## config.mk

```make
export PLATFORM = sky130hd
export DESIGN_NAME = tx_buffer_unpacker
export DESIGN_NICKNAME = d
export VERILOG_FILES = /design/src/tx_unpack_pkg.sv /design/src/tx_buffer_unpacker.sv
export SDC_FILE = /design/constraint.sdc
export NUM_CORES = 1
export LEC_CHECK = 0
export BUFFER_PORTS_ARGS = -buffer_cell sky130_fd_sc_hd__buf_2
export CAP_MARGIN = 20
export CORE_MARGIN = 2
export CORE_UTILIZATION = 50
export DETAILED_ROUTE_END_ITERATION = 8
export GPL_TIMING_DRIVEN = 0
export PLACE_DENSITY_LB_ADDON = 0.25
export SYNTH_ARGS = -nofsm -noshare
export SYNTH_HDL_FRONTEND = slang
export SYNTH_SLANG_ARGS = --single-unit
```

## constraint.sdc

```tcl
create_clock -name i_sys_clk -period 7.11 [get_ports i_sys_clk]
set_input_delay 0.711 -clock i_sys_clk [delete_from_list [all_inputs] [get_ports i_sys_clk]]
set_output_delay 0.711 -clock i_sys_clk [all_outputs]
set_load 0.02 [all_outputs]
```

## src/tx_unpack_pkg.sv

```systemverilog
// package for the transmit buffer unpacker: register map, command word fields,
// reset values and state encoding.
// assumes a 32-bit axi4-lite register bus and 32-bit host data words.
package tx_unpack_pkg;
    // ----------------------------------------
    // register map (byte addresses)
    // ----------------------------------------
    localparam logic [3:0] CTRL_OFS = 4'h0;
    localparam logic [3:0] STAT_OFS = 4'h4;
    localparam logic [3:0] PKTS_OFS = 4'h8;
    localparam logic [31:0] CTRL_RST = 32'h0000_0001;
    localparam int CTRL_EN_BIT = 0;
    localparam int STAT_ERR_BIT = 0;
    localparam int STAT_LEN_BIT = 1;
    localparam int STAT_CMP_BIT = 2;
    localparam int STAT_BUSY_BIT = 3;
    localparam logic [1:0] RESP_OKAY = 2'h0;
    localparam logic [1:0] RESP_DECERR = 2'h3;
    // ----------------------------------------
    // first command word fields
    // ----------------------------------------
    localparam int A_ALIGN_LSB = 24;
    localparam int A_OFS_LSB = 16;
    localparam int A_FIRST_BIT = 13;
    localparam int A_LAST_BIT = 12;
    localparam int A_SIZE_LSB = 0;
    // ----------------------------------------
    // second command word fields
    // ----------------------------------------
    localparam int B_TAG_LSB = 16;
    localparam int B_CRC_DIS_BIT = 13;
    localparam int B_PAD_DIS_BIT = 12;
    localparam int B_LEN_LSB = 0;
    localparam int LEN_W = 11;
    localparam int OFS_W = 5;
    // end alignment codes, as dword masks
    localparam logic [1:0] ALIGN_16 = 2'h1;
    localparam logic [1:0] ALIGN_32 = 2'h2;
    localparam logic [9:0] MASK_4 = 10'h000;
    localparam logic [9:0] MASK_16 = 10'h003;
    localparam logic [9:0] MASK_32 = 10'h007;
    // ----------------------------------------
    // parser states
    // ----------------------------------------
    typedef enum logic [2:0] {
        ST_CMD_A = 3'b000,
        ST_CMD_B = 3'b001,
        ST_SKIP = 3'b010,
        ST_DATA = 3'b011,
        ST_FILL = 3'b100
    } unpack_state_t;
endpackage : tx_unpack_pkg

```

## src/tx_buffer_unpacker.sv

```systemverilog
// transmit buffer unpacker: parses per-buffer command words from the host
// data stream and forwards only payload dwords with byte enables.
// assumes the host stream and the mac fifo side share i_sys_clk.
//
// Summary of operation
// - crc-disable bit stops frame check append
// - pad-disable bit stops short frame padding
// - pad-disable forces frame check append anyway
// - length field compared, mismatch sets error
// - data starts at third dword of buffer
// - offset low bits pick first byte lane
// - offset bits 4:2 skip whole dwords
// - trailing unused bytes are not forwarded
// - alignment filler dwords are discarded
// - any byte alignment and end length accepted
// - mac layer stores whole packet before sending
// - only partial and whole payload dwords stored
// - packet tag returned for status word
// - second command word mismatch sets error
`timescale 1ns/1ps
module tx_buffer_unpacker
    import tx_unpack_pkg::*;
(
    // clock and reset
    input wire logic i_sys_clk,
    input wire logic i_rst_n,
    // axi4-lite slave
    input wire logic [3:0] i_awaddr,
    input wire logic i_awvalid,
    output logic o_awready,
    input wire logic [31:0] i_wdata,
    input wire logic [3:0] i_wstrb,
    input wire logic i_wvalid,
    output logic o_wready,
    output logic [1:0] o_bresp,
    output logic o_bvalid,
    input wire logic i_bready,
    input wire logic [3:0] i_araddr,
    input wire logic i_arvalid,
    output logic o_arready,
    output logic [31:0] o_rdata,
    output logic [1:0] o_rresp,
    output logic o_rvalid,
    input wire logic i_rready,
    // host transmit data words
    input wire logic [31:0] i_in_data,
    input wire logic i_in_valid,
    output logic o_in_ready,
    // payload to the mac transmit layer fifo
    output logic [31:0] o_out_data,
    output logic [3:0] o_out_be,
    output logic o_out_last,
    output logic o_out_valid,
    input wire logic i_out_ready,
    // per-packet controls for the mac transmit layer
    output logic [15:0] o_pkt_tag,
    output logic o_crc_add,
    output logic o_pad_add,
    output logic o_transmit_error_flag
);
    // ----------------------------------------
    // parser state
    // ----------------------------------------
    unpack_state_t state_q, state_d;
    logic [31:0] cmd_b_q;
    logic first_seg_q, last_seg_q, first_dw_q, ctrl_en_q;
    logic [2:0] skip_q, skip_d;
    logic [9:0] data_q, data_d, fill_q, fill_d;
    logic [3:0] first_be_q, last_be_q;
    logic [LEN_W:0] acc_q, acc_d;
    logic err_q, len_err_q, cmp_err_q;
    logic [15:0] pkt_cnt_q;
    logic take, emit, buf_done, len_bad, cmp_bad, out_valid_d;

    // command word a decode
    logic [OFS_W-1:0] a_ofs;
    logic [LEN_W-1:0] a_size, len_ref;
    logic [11:0] a_end, a_last_byte;
    logic [9:0] a_enddw, a_mask, a_paddw;
    logic [2:0] a_skip;
    assign take = o_in_ready && i_in_valid;
    assign a_ofs = i_in_data[A_OFS_LSB +: OFS_W];
    assign a_size = i_in_data[A_SIZE_LSB +: LEN_W];
    assign a_end = 12'(a_ofs) + 12'(a_size);
    assign a_last_byte = a_end - 12'h001;
    assign a_enddw = 10'((a_end + 12'h003) >> 2);
    assign a_mask = (i_in_data[A_ALIGN_LSB +: 2] == ALIGN_16) ? MASK_16 :
                    (i_in_data[A_ALIGN_LSB +: 2] == ALIGN_32) ? MASK_32 : MASK_4;
    assign a_paddw = (a_enddw + a_mask) & ~a_mask;
    assign a_skip = a_ofs[4:2];

    // ----------------------------------------
    // next state
    // ----------------------------------------
    function automatic unpack_state_t pick(input logic [2:0] s, input logic [9:0] d, input logic [9:0] f);
        unpack_state_t r;
        r = ST_CMD_A;
        if (s != 3'h0) begin
            r = ST_SKIP;
        end else if (d != 10'h000) begin
            r = ST_DATA;
        end else if (f != 10'h000) begin
            r = ST_FILL;
        end
        return r;
    endfunction : pick
    always_comb begin
        state_d = state_q;
        skip_d = skip_q;
        data_d = data_q;
        fill_d = fill_q;
        emit = 1'b0;
        buf_done = 1'b0;
        if (take) begin
            case (state_q)
                ST_CMD_A: begin
                    state_d = ST_CMD_B;
                    // an empty buffer has no payload dword; all its offset words drain as filler,
                    // since a 29..31-byte offset spans more words than the skip counter holds
                    skip_d = (a_size == '0) ? 3'h0 : a_skip;
                    data_d = (a_size == '0) ? 10'h000 : a_enddw - 10'(a_skip);
                    fill_d = a_paddw - ((a_size == '0) ? 10'h000 : a_enddw);
                end
                ST_CMD_B: begin
                    state_d = pick(skip_d, data_d, fill_d);
                end
                ST_SKIP: begin
                    skip_d = skip_q - 3'h1;
                end
                ST_DATA: begin
                    data_d = data_q - 10'h001;
                    emit = 1'b1;
                end
                ST_FILL: begin
                    fill_d = fill_q - 10'h001;
                end
                default: begin
                    state_d = ST_CMD_A;
                end
            endcase
            if (state_q != ST_CMD_A && state_q != ST_CMD_B) begin
                state_d = pick(skip_d, data_d, fill_d);
            end
            buf_done = (state_q != ST_CMD_A) && (state_d == ST_CMD_A);
        end
    end
    always_ff @(posedge i_sys_clk) begin
        if (!i_rst_n) begin
            state_q <= ST_CMD_A;
            skip_q <= 3'h0;
            data_q <= 10'h000;
            fill_q <= 10'h000;
        end else begin
            state_q <= state_d;
            skip_q <= skip_d;
            data_q <= data_d;
            fill_q <= fill_d;
        end
    end

    // ----------------------------------------
    // per-buffer lane masks and segment flags
    // ----------------------------------------
    always_ff @(posedge i_sys_clk) begin
        if (!i_rst_n) begin
            first_be_q <= 4'h0;
            last_be_q <= 4'h0;
            first_seg_q <= 1'b0;
            last_seg_q <= 1'b0;
            first_dw_q <= 1'b0;
        end else if (take && state_q == ST_CMD_A) begin
            first_be_q <= 4'hf << a_ofs[1:0];
            last_be_q <= 4'hf >> (2'h3 - a_last_byte[1:0]);
            first_seg_q <= i_in_data[A_FIRST_BIT];
            last_seg_q <= i_in_data[A_LAST_BIT];
            first_dw_q <= 1'b1;
        end else if (emit) begin
            first_dw_q <= 1'b0;
        end
    end

    // ----------------------------------------
    // second command word and packet length check
    // ----------------------------------------
    assign cmp_bad = take && state_q == ST_CMD_B && !first_seg_q && (i_in_data != cmd_b_q);
    assign len_ref = (state_q == ST_CMD_B && first_seg_q) ? i_in_data[B_LEN_LSB +: LEN_W] :
                     cmd_b_q[B_LEN_LSB +: LEN_W];
    assign len_bad = buf_done && last_seg_q && (acc_q != {1'b0, len_ref});
    // a first segment restarts the running count
    assign acc_d = !(take && state_q == ST_CMD_A) ? acc_q :
                   (i_in_data[A_FIRST_BIT] ? '0 : acc_q) + {1'b0, a_size};

    always_ff @(posedge i_sys_clk) begin
        if (!i_rst_n) begin
            cmd_b_q <= 32'h0000_0000;
            acc_q <= '0;
            o_pkt_tag <= 16'h0000;
            o_crc_add <= 1'b1;
            o_pad_add <= 1'b1;
        end else begin
            acc_q <= acc_d;
            if (take && state_q == ST_CMD_B && first_seg_q) begin
                cmd_b_q <= i_in_data;
                o_pkt_tag <= i_in_data[B_TAG_LSB +: 16];
                o_crc_add <= !i_in_data[B_CRC_DIS_BIT] || i_in_data[B_PAD_DIS_BIT];
                o_pad_add <= !i_in_data[B_PAD_DIS_BIT];
            end
        end
    end

    // ----------------------------------------
    // output word register toward the mac fifo
    // ----------------------------------------
    // ready is registered, so payload moves at half rate; the trade keeps every port on a flop
    assign out_valid_d = (o_out_valid && !i_out_ready) || emit;

    always_ff @(posedge i_sys_clk) begin
        if (!i_rst_n) begin
            o_out_valid <= 1'b0;
            o_out_data <= 32'h0000_0000;
            o_out_be <= 4'h0;
            o_out_last <= 1'b0;
            o_in_ready <= 1'b0;
        end else begin
            o_out_valid <= out_valid_d;
            o_in_ready <= ctrl_en_q && !out_valid_d;
            if (emit) begin
                o_out_data <= i_in_data;
                o_out_be <= (first_dw_q ? first_be_q : 4'hf) & ((data_q == 10'h001) ? last_be_q : 4'hf);
                o_out_last <= (data_q == 10'h001) && last_seg_q;
            end
        end
    end

    // ----------------------------------------
    // axi4-lite slave
    // ----------------------------------------
    logic aw_full_q, w_full_q, wr_go, wr_ctrl, wr_stat;
    logic [3:0] aw_addr_q, w_strb_q;
    logic [31:0] w_data_q;
    assign wr_go = aw_full_q && w_full_q && !o_bvalid;
    assign wr_ctrl = wr_go && aw_addr_q == CTRL_OFS && w_strb_q[0];
    assign wr_stat = wr_go && aw_addr_q == STAT_OFS && w_strb_q[0];

    always_ff @(posedge i_sys_clk) begin
        if (!i_rst_n) begin
            aw_full_q <= 1'b0;
            w_full_q <= 1'b0;
            aw_addr_q <= 4'h0;
            w_data_q <= 32'h0000_0000;
            w_strb_q <= 4'h0;
            o_awready <= 1'b0;
            o_wready <= 1'b0;
            o_bvalid <= 1'b0;
            o_bresp <= RESP_OKAY;
        end else begin
            o_awready <= !aw_full_q && !(o_awready && i_awvalid);
            o_wready <= !w_full_q && !(o_wready && i_wvalid);
            if (o_awready && i_awvalid) begin
                aw_full_q <= 1'b1;
                aw_addr_q <= {i_awaddr[3:2], 2'h0};
            end
            if (o_wready && i_wvalid) begin
                w_full_q <= 1'b1;
                w_data_q <= i_wdata;
                w_strb_q <= i_wstrb;
            end
            if (wr_go) begin
                aw_full_q <= 1'b0;
                w_full_q <= 1'b0;
                o_bvalid <= 1'b1;
                o_bresp <= (aw_addr_q == CTRL_OFS || aw_addr_q == STAT_OFS || aw_addr_q == PKTS_OFS) ?
                           RESP_OKAY : RESP_DECERR;
            end else if (o_bvalid && i_bready) begin
                o_bvalid <= 1'b0;
            end
        end
    end
    always_ff @(posedge i_sys_clk) begin
        if (!i_rst_n) begin
            ctrl_en_q <= CTRL_RST[CTRL_EN_BIT];
        end else if (wr_ctrl) begin
            ctrl_en_q <= w_data_q[CTRL_EN_BIT];
        end
    end

    // error flags: write one to clear, a new event in the same cycle wins
    always_ff @(posedge i_sys_clk) begin
        if (!i_rst_n) begin
            err_q <= 1'b0;
            len_err_q <= 1'b0;
            cmp_err_q <= 1'b0;
            o_transmit_error_flag <= 1'b0;
            pkt_cnt_q <= 16'h0000;
        end else begin
            len_err_q <= len_bad || (len_err_q && !(wr_stat && w_data_q[STAT_LEN_BIT]));
            cmp_err_q <= cmp_bad || (cmp_err_q && !(wr_stat && w_data_q[STAT_CMP_BIT]));
            err_q <= len_bad || cmp_bad || (err_q && !(wr_stat && w_data_q[STAT_ERR_BIT]));
            o_transmit_error_flag <= len_bad || cmp_bad || (err_q && !(wr_stat && w_data_q[STAT_ERR_BIT]));
            if (buf_done && last_seg_q) begin
                pkt_cnt_q <= pkt_cnt_q + 16'h0001;
            end
        end
    end
    always_ff @(posedge i_sys_clk) begin
        if (!i_rst_n) begin
            o_arready <= 1'b0;
            o_rvalid <= 1'b0;
            o_rdata <= 32'h0000_0000;
            o_rresp <= RESP_OKAY;
        end else begin
            o_arready <= !o_rvalid && !(o_arready && i_arvalid);
            if (o_arready && i_arvalid) begin
                o_rvalid <= 1'b1;
                o_rresp <= RESP_OKAY;
                case ({i_araddr[3:2], 2'h0})
                    CTRL_OFS: o_rdata <= 32'(ctrl_en_q);
                    STAT_OFS: o_rdata <= 32'({state_q != ST_CMD_A, cmp_err_q, len_err_q, err_q});
                    PKTS_OFS: o_rdata <= 32'(pkt_cnt_q);
                    default: begin
                        o_rdata <= 32'h0000_0000;
                        o_rresp <= RESP_DECERR;
                    end
                endcase
            end else if (o_rvalid && i_rready) begin
                o_rvalid <= 1'b0;
            end
        end
    end
endmodule : tx_buffer_unpacker

```

# == Word-level counts from Yosys, hierarchy flattened ==
# Index checks and enable logic that the tools add are counted.
# word_totals
out_inout_bits,99
register_bits,207
elab_cells,180
input_bits,85
# classes
n_eq_ne,14
add_sub_neg,12
n_shift,2
bitwise_logic,4
n_mux,36
n_reduce_logical,75
# ops
operator,n
case mux 16 bit (3 select lines),1
two-way mux 10 bit,4
case mux 10 bit (2 select lines),2
nonzero test 10 bit,4
two-way mux 3 bit,12
logical AND 1 bit,34
!= test 32 bit,1
subtractor 10 x 1 -> 10 bit (second input constant),2
adder 16 x 1 -> 16 bit (second input constant),1
logical NOT 1 bit,15
adder 12 x 11 -> 12 bit,1
adder 12 x 2 -> 12 bit (second input constant),1
adder 5 x 11 -> 12 bit,1
two-way mux 12 bit,1
!= test 12 x 11 -> 1 bit,1
logical NOT 11 bit,1
two-way mux 11 bit,1
adder 10 x 3 -> 10 bit,1
AND 10 bit,1
equality test 10 x 1 -> 1 bit (second input constant),1
NOT 3 -> 10 bit,1
subtractor 10 bit,1
subtractor 10 x 3 -> 10 bit,1
two-way mux 1 bit,9
25 further kinds,45

# == Depth between registers and ports, before layout ==
# logic_depth
depth_word,21
depth_mapped,23
depth_no_buf,23

# == Least setup slack after synthesis ==
# No wires, ideal clock.
# synth_timing
path_kind,input -> register
from,input i_in_data[0]
to,register pkt_cnt_q[8]
setup_slack_ps,1310
setup_time_ps,70
path_stages,21
path_buffers,0
t_arrival_ps,5729
cell_sequence,ha_1 -> fa_1 -> xnor2_1 -> or3_1 -> o31ai_1 -> ha_1 -> a21oi_1 -> o21ai_0 -> a31oi_1 -> o22ai_1 -> xnor2_1 -> ha_1 -> a21oi_1 -> a21boi_0 -> or3_1 -> a31oi_1 -> and3_1 -> nand4_1 -> mux2_4 -> or4_1 -> a21oi_1
# synth_via
elab_chain_cells,17
elab_cells_between_ends,28
classes_between,add/sub (5); mux (15); bitwise (1); reduce/logical (7)
# synth_lines
element,line,source
start: declaration,tx_buffer_unpacker.sv:46,"input wire logic [31:0] i_in_data,"
adder 5 x 11 -> 12 bit,tx_buffer_unpacker.sv:84,assign a_end = 12'(a_ofs) + 12'(a_size);
adder 12 x 2 -> 12 bit,tx_buffer_unpacker.sv:86,assign a_enddw = 10'((a_end + 12'h003) >> 2);
adder 10 x 3 -> 10 bit,tx_buffer_unpacker.sv:89,assign a_paddw = (a_enddw + a_mask) & ~a_mask;
AND 10 bit,tx_buffer_unpacker.sv:89,
subtractor 10 bit,tx_buffer_unpacker.sv:122,fill_d = a_paddw - ((a_size == '0) ? 10'h000 : a_enddw);
case mux 10 bit (2 select lines),tx_buffer_unpacker.sv:115,case (state_q)
two-way mux 10 bit,tx_buffer_unpacker.sv:114,if (take) begin
nonzero test 10 bit,tx_buffer_unpacker.sv:102,end else if (f != 10'h000) begin
two-way mux 3 bit,tx_buffer_unpacker.sv:102,
two-way mux 3 bit,tx_buffer_unpacker.sv:100,end else if (d != 10'h000) begin
two-way mux 3 bit (*),tx_buffer_unpacker.sv:98,if (s != 3'h0) begin
two-way mux 3 bit (*),tx_buffer_unpacker.sv:141,if (state_q != ST_CMD_A && state_q != ST_CMD_B) begin
two-way mux 3 bit (*),tx_buffer_unpacker.sv:114,
logical NOT 3 bit (*),tx_buffer_unpacker.sv:144,buf_done = (state_q != ST_CMD_A) && (state_d == ST_CMD_A);
logical AND 1 bit (*),tx_buffer_unpacker.sv:144,
two-way mux 1 bit (*),tx_buffer_unpacker.sv:114,
logical AND 1 bit (*),tx_buffer_unpacker.sv:300,if (buf_done && last_seg_q) begin
end signal: assignment,tx_buffer_unpacker.sv:301,pkt_cnt_q <= pkt_cnt_q + 16'h0001;
end: declaration,tx_buffer_unpacker.sv:72,logic [15:0] pkt_cnt_q;
# Mark *: on every way between the ends. The rest lies on a longest branch, timed or not. The select of a mux whose other input is x is not followed.
# A chain may end at the register's enable or synchronous reset.

# == Worst setup path in the final report ==
# layout_timing
from,input i_in_data[0]
to,register pkt_cnt_q[3]
# Same word-level chain as after synthesis.

==> flow_summary.json <==
{
  "cellPowerDensity_nw_per_um2": 226,
  "ant_nets": 0,
  "yosys_warnings": 0,
  "slew-limit-headroom_pct": 22.1,
  "status": "completed",
  "vdd_drop_max_mv": 0.189,
  "fp.coreArea_sq_um": 20200,
  "num_vias": 9967,
  "synth_edf_count": 0,
  "grt_overflow": 0,
  "required_ps": 7470,
  "finalSetupViolations": 0,
  "drc_errors": 0,
  "rsz0062_at_grt": "false",
  "cts.sinks": 172,
  "clock.fmax_mhz": 156,
  "tightest_slew_ps": 1140,
  "crit_family": "compound AO/OA/AOI/OAI gates",
  "startpoint_type": "input pin",
  "cts_tree": "yes",
  "routed_wl_microns": 30000,
  "critPathSlowestCell": "o31ai_1",
  "cts_root_buf": "clkbuf_16",
  "avgRoutedWirePerCell_microns": 17.0,
  "post_cts_buffers": 0,
  "syn_area_per_cell_sq_um": 7.80,
  "postSynthCellCount": 1313,
  "power_mw": 2.68,
  "final_util_pct": 58.9,
  "critPathArrivalTime_ps": 6770,
  "core.rowCount": 52,
  "ys_seq_elements": 172,
  "port_buffers": 130,
  "drv_cap": 0,
  "grt_max_degree": 20,
  "layout-drive-gt1-share_pct": 14.8,
  "die_area_sq_um": 21700,
  "path_cells": "buf_2, ha_1, fa_1, inv_1, ha_1, clkbuf_1, o31ai_1, ha_1, a21oi_1, o21ai_0, a31oi_1, o22ai_1, xnor2_1, ha_1, a21oi_1, a21boi_0, or3_1, a31oi_1, and3_1, nand4_1, mux2_4, or4_1, a21oi_1",
  "insertion_delay_ps": 440,
  "first_iter_violations": 709,
  "track_usage_pct": 27.1,
  "drt_pre_antenna_iters": 5,
  "crit_type": "in -> reg",
  "power_leakage_nw": 4.76,
  "slowest_delay_ps": 550,
  "fin_skew_ps": 14.3,
  "synth_cell_type_count": 73,
  "numCtsBuffers": 17,
  "fin_hold_ws_ps": 447,
  "tns_ps": 0,
  "hpwl_microns": 22800,
  "drv_slew": 0,
  "die_h_microns": 147,
  "cp_max_fo": 10,
  "ys_seq_area_share_pct": 33.6,
  "ios": 184,
  "end_kind": "register",
  "die_w_microns": 147,
  "period_needed_ps": 6410,
  "path_clk_slew_ps": 70,
  "grt_pass1_wl_microns": 46800,
  "hold_viol_final": 0,
  "initial_core_util_pct": 50.8,
  "routed_via_density": 5.66,
  "layout-area-overhead-vs-synth_pct": 16.0,
  "gp_congestion": 0.915,
  "synth-main-ff-cell": "dfxtp_1",
  "ctsResizeCount": 0,
  "grt_pass1_vias": 8937,
  "antenna_found_initial": 2,
  "finalCritPeriodShare_pct": 90.1,
  "cp_common_cell": "ha_1",
  "path_buf_inv": 3,
  "hold_path.class": "reg -> reg",
  "postCtsHoldBufs": 0,
  "fin_nets": 1607,
  "cts_buffer_depth": 2,
  "synth_async_sr_flop_share_pct": 0,
  "ctsHtreeMaxLevel": 4,
  "syn_area_sq_um": 10200
}
[placed cells by master (no fill, tap or decap), types with 10 or more instances in the layout]
cell type	count
clkbuf_1	61
conb_1	16
a21o_1	10
nor2b_1	18
nor3_1	22
nand4_1	23
a22o_1	12
nor4_1	11
xnor2_1	70
o21ai_0	42
a211oi_1	19
dfxtp_1	172
a21oi_1	151
and3_1	16
and2_1	11
clkbuf_16	17
mux2i_1	32
xor2_1	12
inv_1	40
ha_1	40
nor2_1	72
nand3_1	35
nand2b_1	22
buf_2	135
nand2_1	236
buf_4	34
[worst paths after layout]
| kind | startpoint | end | slack, ps | cells after the start |
|---|---|---|---|---|
| max | i_in_data[0] | pkt_cnt_q[3] | 700 | 23 |
| min | o_rvalid | o_arready | 450 | 1 |
| max reg2reg | state_q[2] | pkt_cnt_q[3] | 3230 | 12 |
| min reg2reg | o_rvalid | o_arready | 450 | 1 |
[per-stage QoR]
| step | area (sq um) | setup slack (ps) | std cells |
|---|---|---|---|
| finish | 11900 | 701 | 1761 |
| global route | 11900 | 286 | 1761 |
| global placement | 11300 | 381 | 1728 |
| floorplan | 10300 | 1310 | 1328 |
| CTS | 11900 | 756 | 1760 |
| detailed placement | 11300 | 318 | 1728 |
[cell families after synthesis]
| family | count (synthesis) | share of synthesized area [%] |
|---|---|---|
| mux | 35 | 3.49 |
| compound gates | 315 | 19.1 |
| fa+ha+maj | 45 | 5.86 |
| xor+xnor | 83 | 7.17 |
| flops | 172 | 33.6 |
| other cells | 1 | 0.0366 |
| simple gates | 516 | 24.0 |
| buf+inv | 146 | 6.67 |
[sequential cells by signal, indices dropped and copies added, names as in the netlist, 2 cells and up]
name / count
o_rdata: 16
last_be_q: 4
skip_q: 3
w_data_q: 3
state_q: 3
aw_addr_q: 2
o_out_be: 4
fill_q: 10
acc_q: 12
pkt_cnt_q: 16
first_be_q: 3
data_q: 10
o_out_data: 32
o_pkt_tag: 16
cmd_b_q: 16
[synth_stat cells (8+ instances only)]
library cell  count  area, sq um
dfxtp_1         172         3440
xor2_1           12          105
o21ai_0          42          210
or3_1             9         56.3
o31ai_1           9         67.6
nor2_1           72          270
a22o_1           12          105
and3_1           16          100
xnor2_1          70          613
nor3b_1           8         60.1
nor2b_1          18          113
a31oi_1           8         50.1
clkbuf_1         61          229
and2_1           11         68.8
nand3_1          35          175
nand2b_1         22          138
nand4_1          23          144
a21o_1           10         75.1
buf_4            34          255
nor3_1           22          110
o211ai_1          9         67.6
a211oi_1         19          143
nor4_1           11         68.8
a21oi_1         151          756
or4_1             9         67.6
nand2_1         236          886
ha_1             40          500
mux2i_1          32          320
a21boi_0          8         60.1
inv_1            40          150
[layer usage]
| metal | up-vias | wire length, microns | track usage [%] |
|---|---|---|---|
| met5 | - | 11 | 0 |
| met4 | 2 | 1060 | 11.9 |
| met3 | 74 | 1820 | 4.84 |
| met2 | 359 | 13700 | 43.3 |
| met1 | 4642 | 13400 | 35.9 |
| li1 | 4890 | - | - |
[area by class of cell]
type	count	area, sq um
antenna	1	2.50
fill	1874	8280
multi-input combinational	1010	6180
clock buffer	17	425
clock inverter	15	166
inverter	40	150
buffer	106	533
tap	270	338
timing repair buffer	130	651
sequential	172	3440
[power breakdown]
group,switching [mW],leakage (nW),internal (mW)
clock network,0.454,0.288,0.473
registers,0.0294,1.40,0.992
logic,0.452,3.08,0.283
Note: power is estimated with default switching activity, not from simulation.
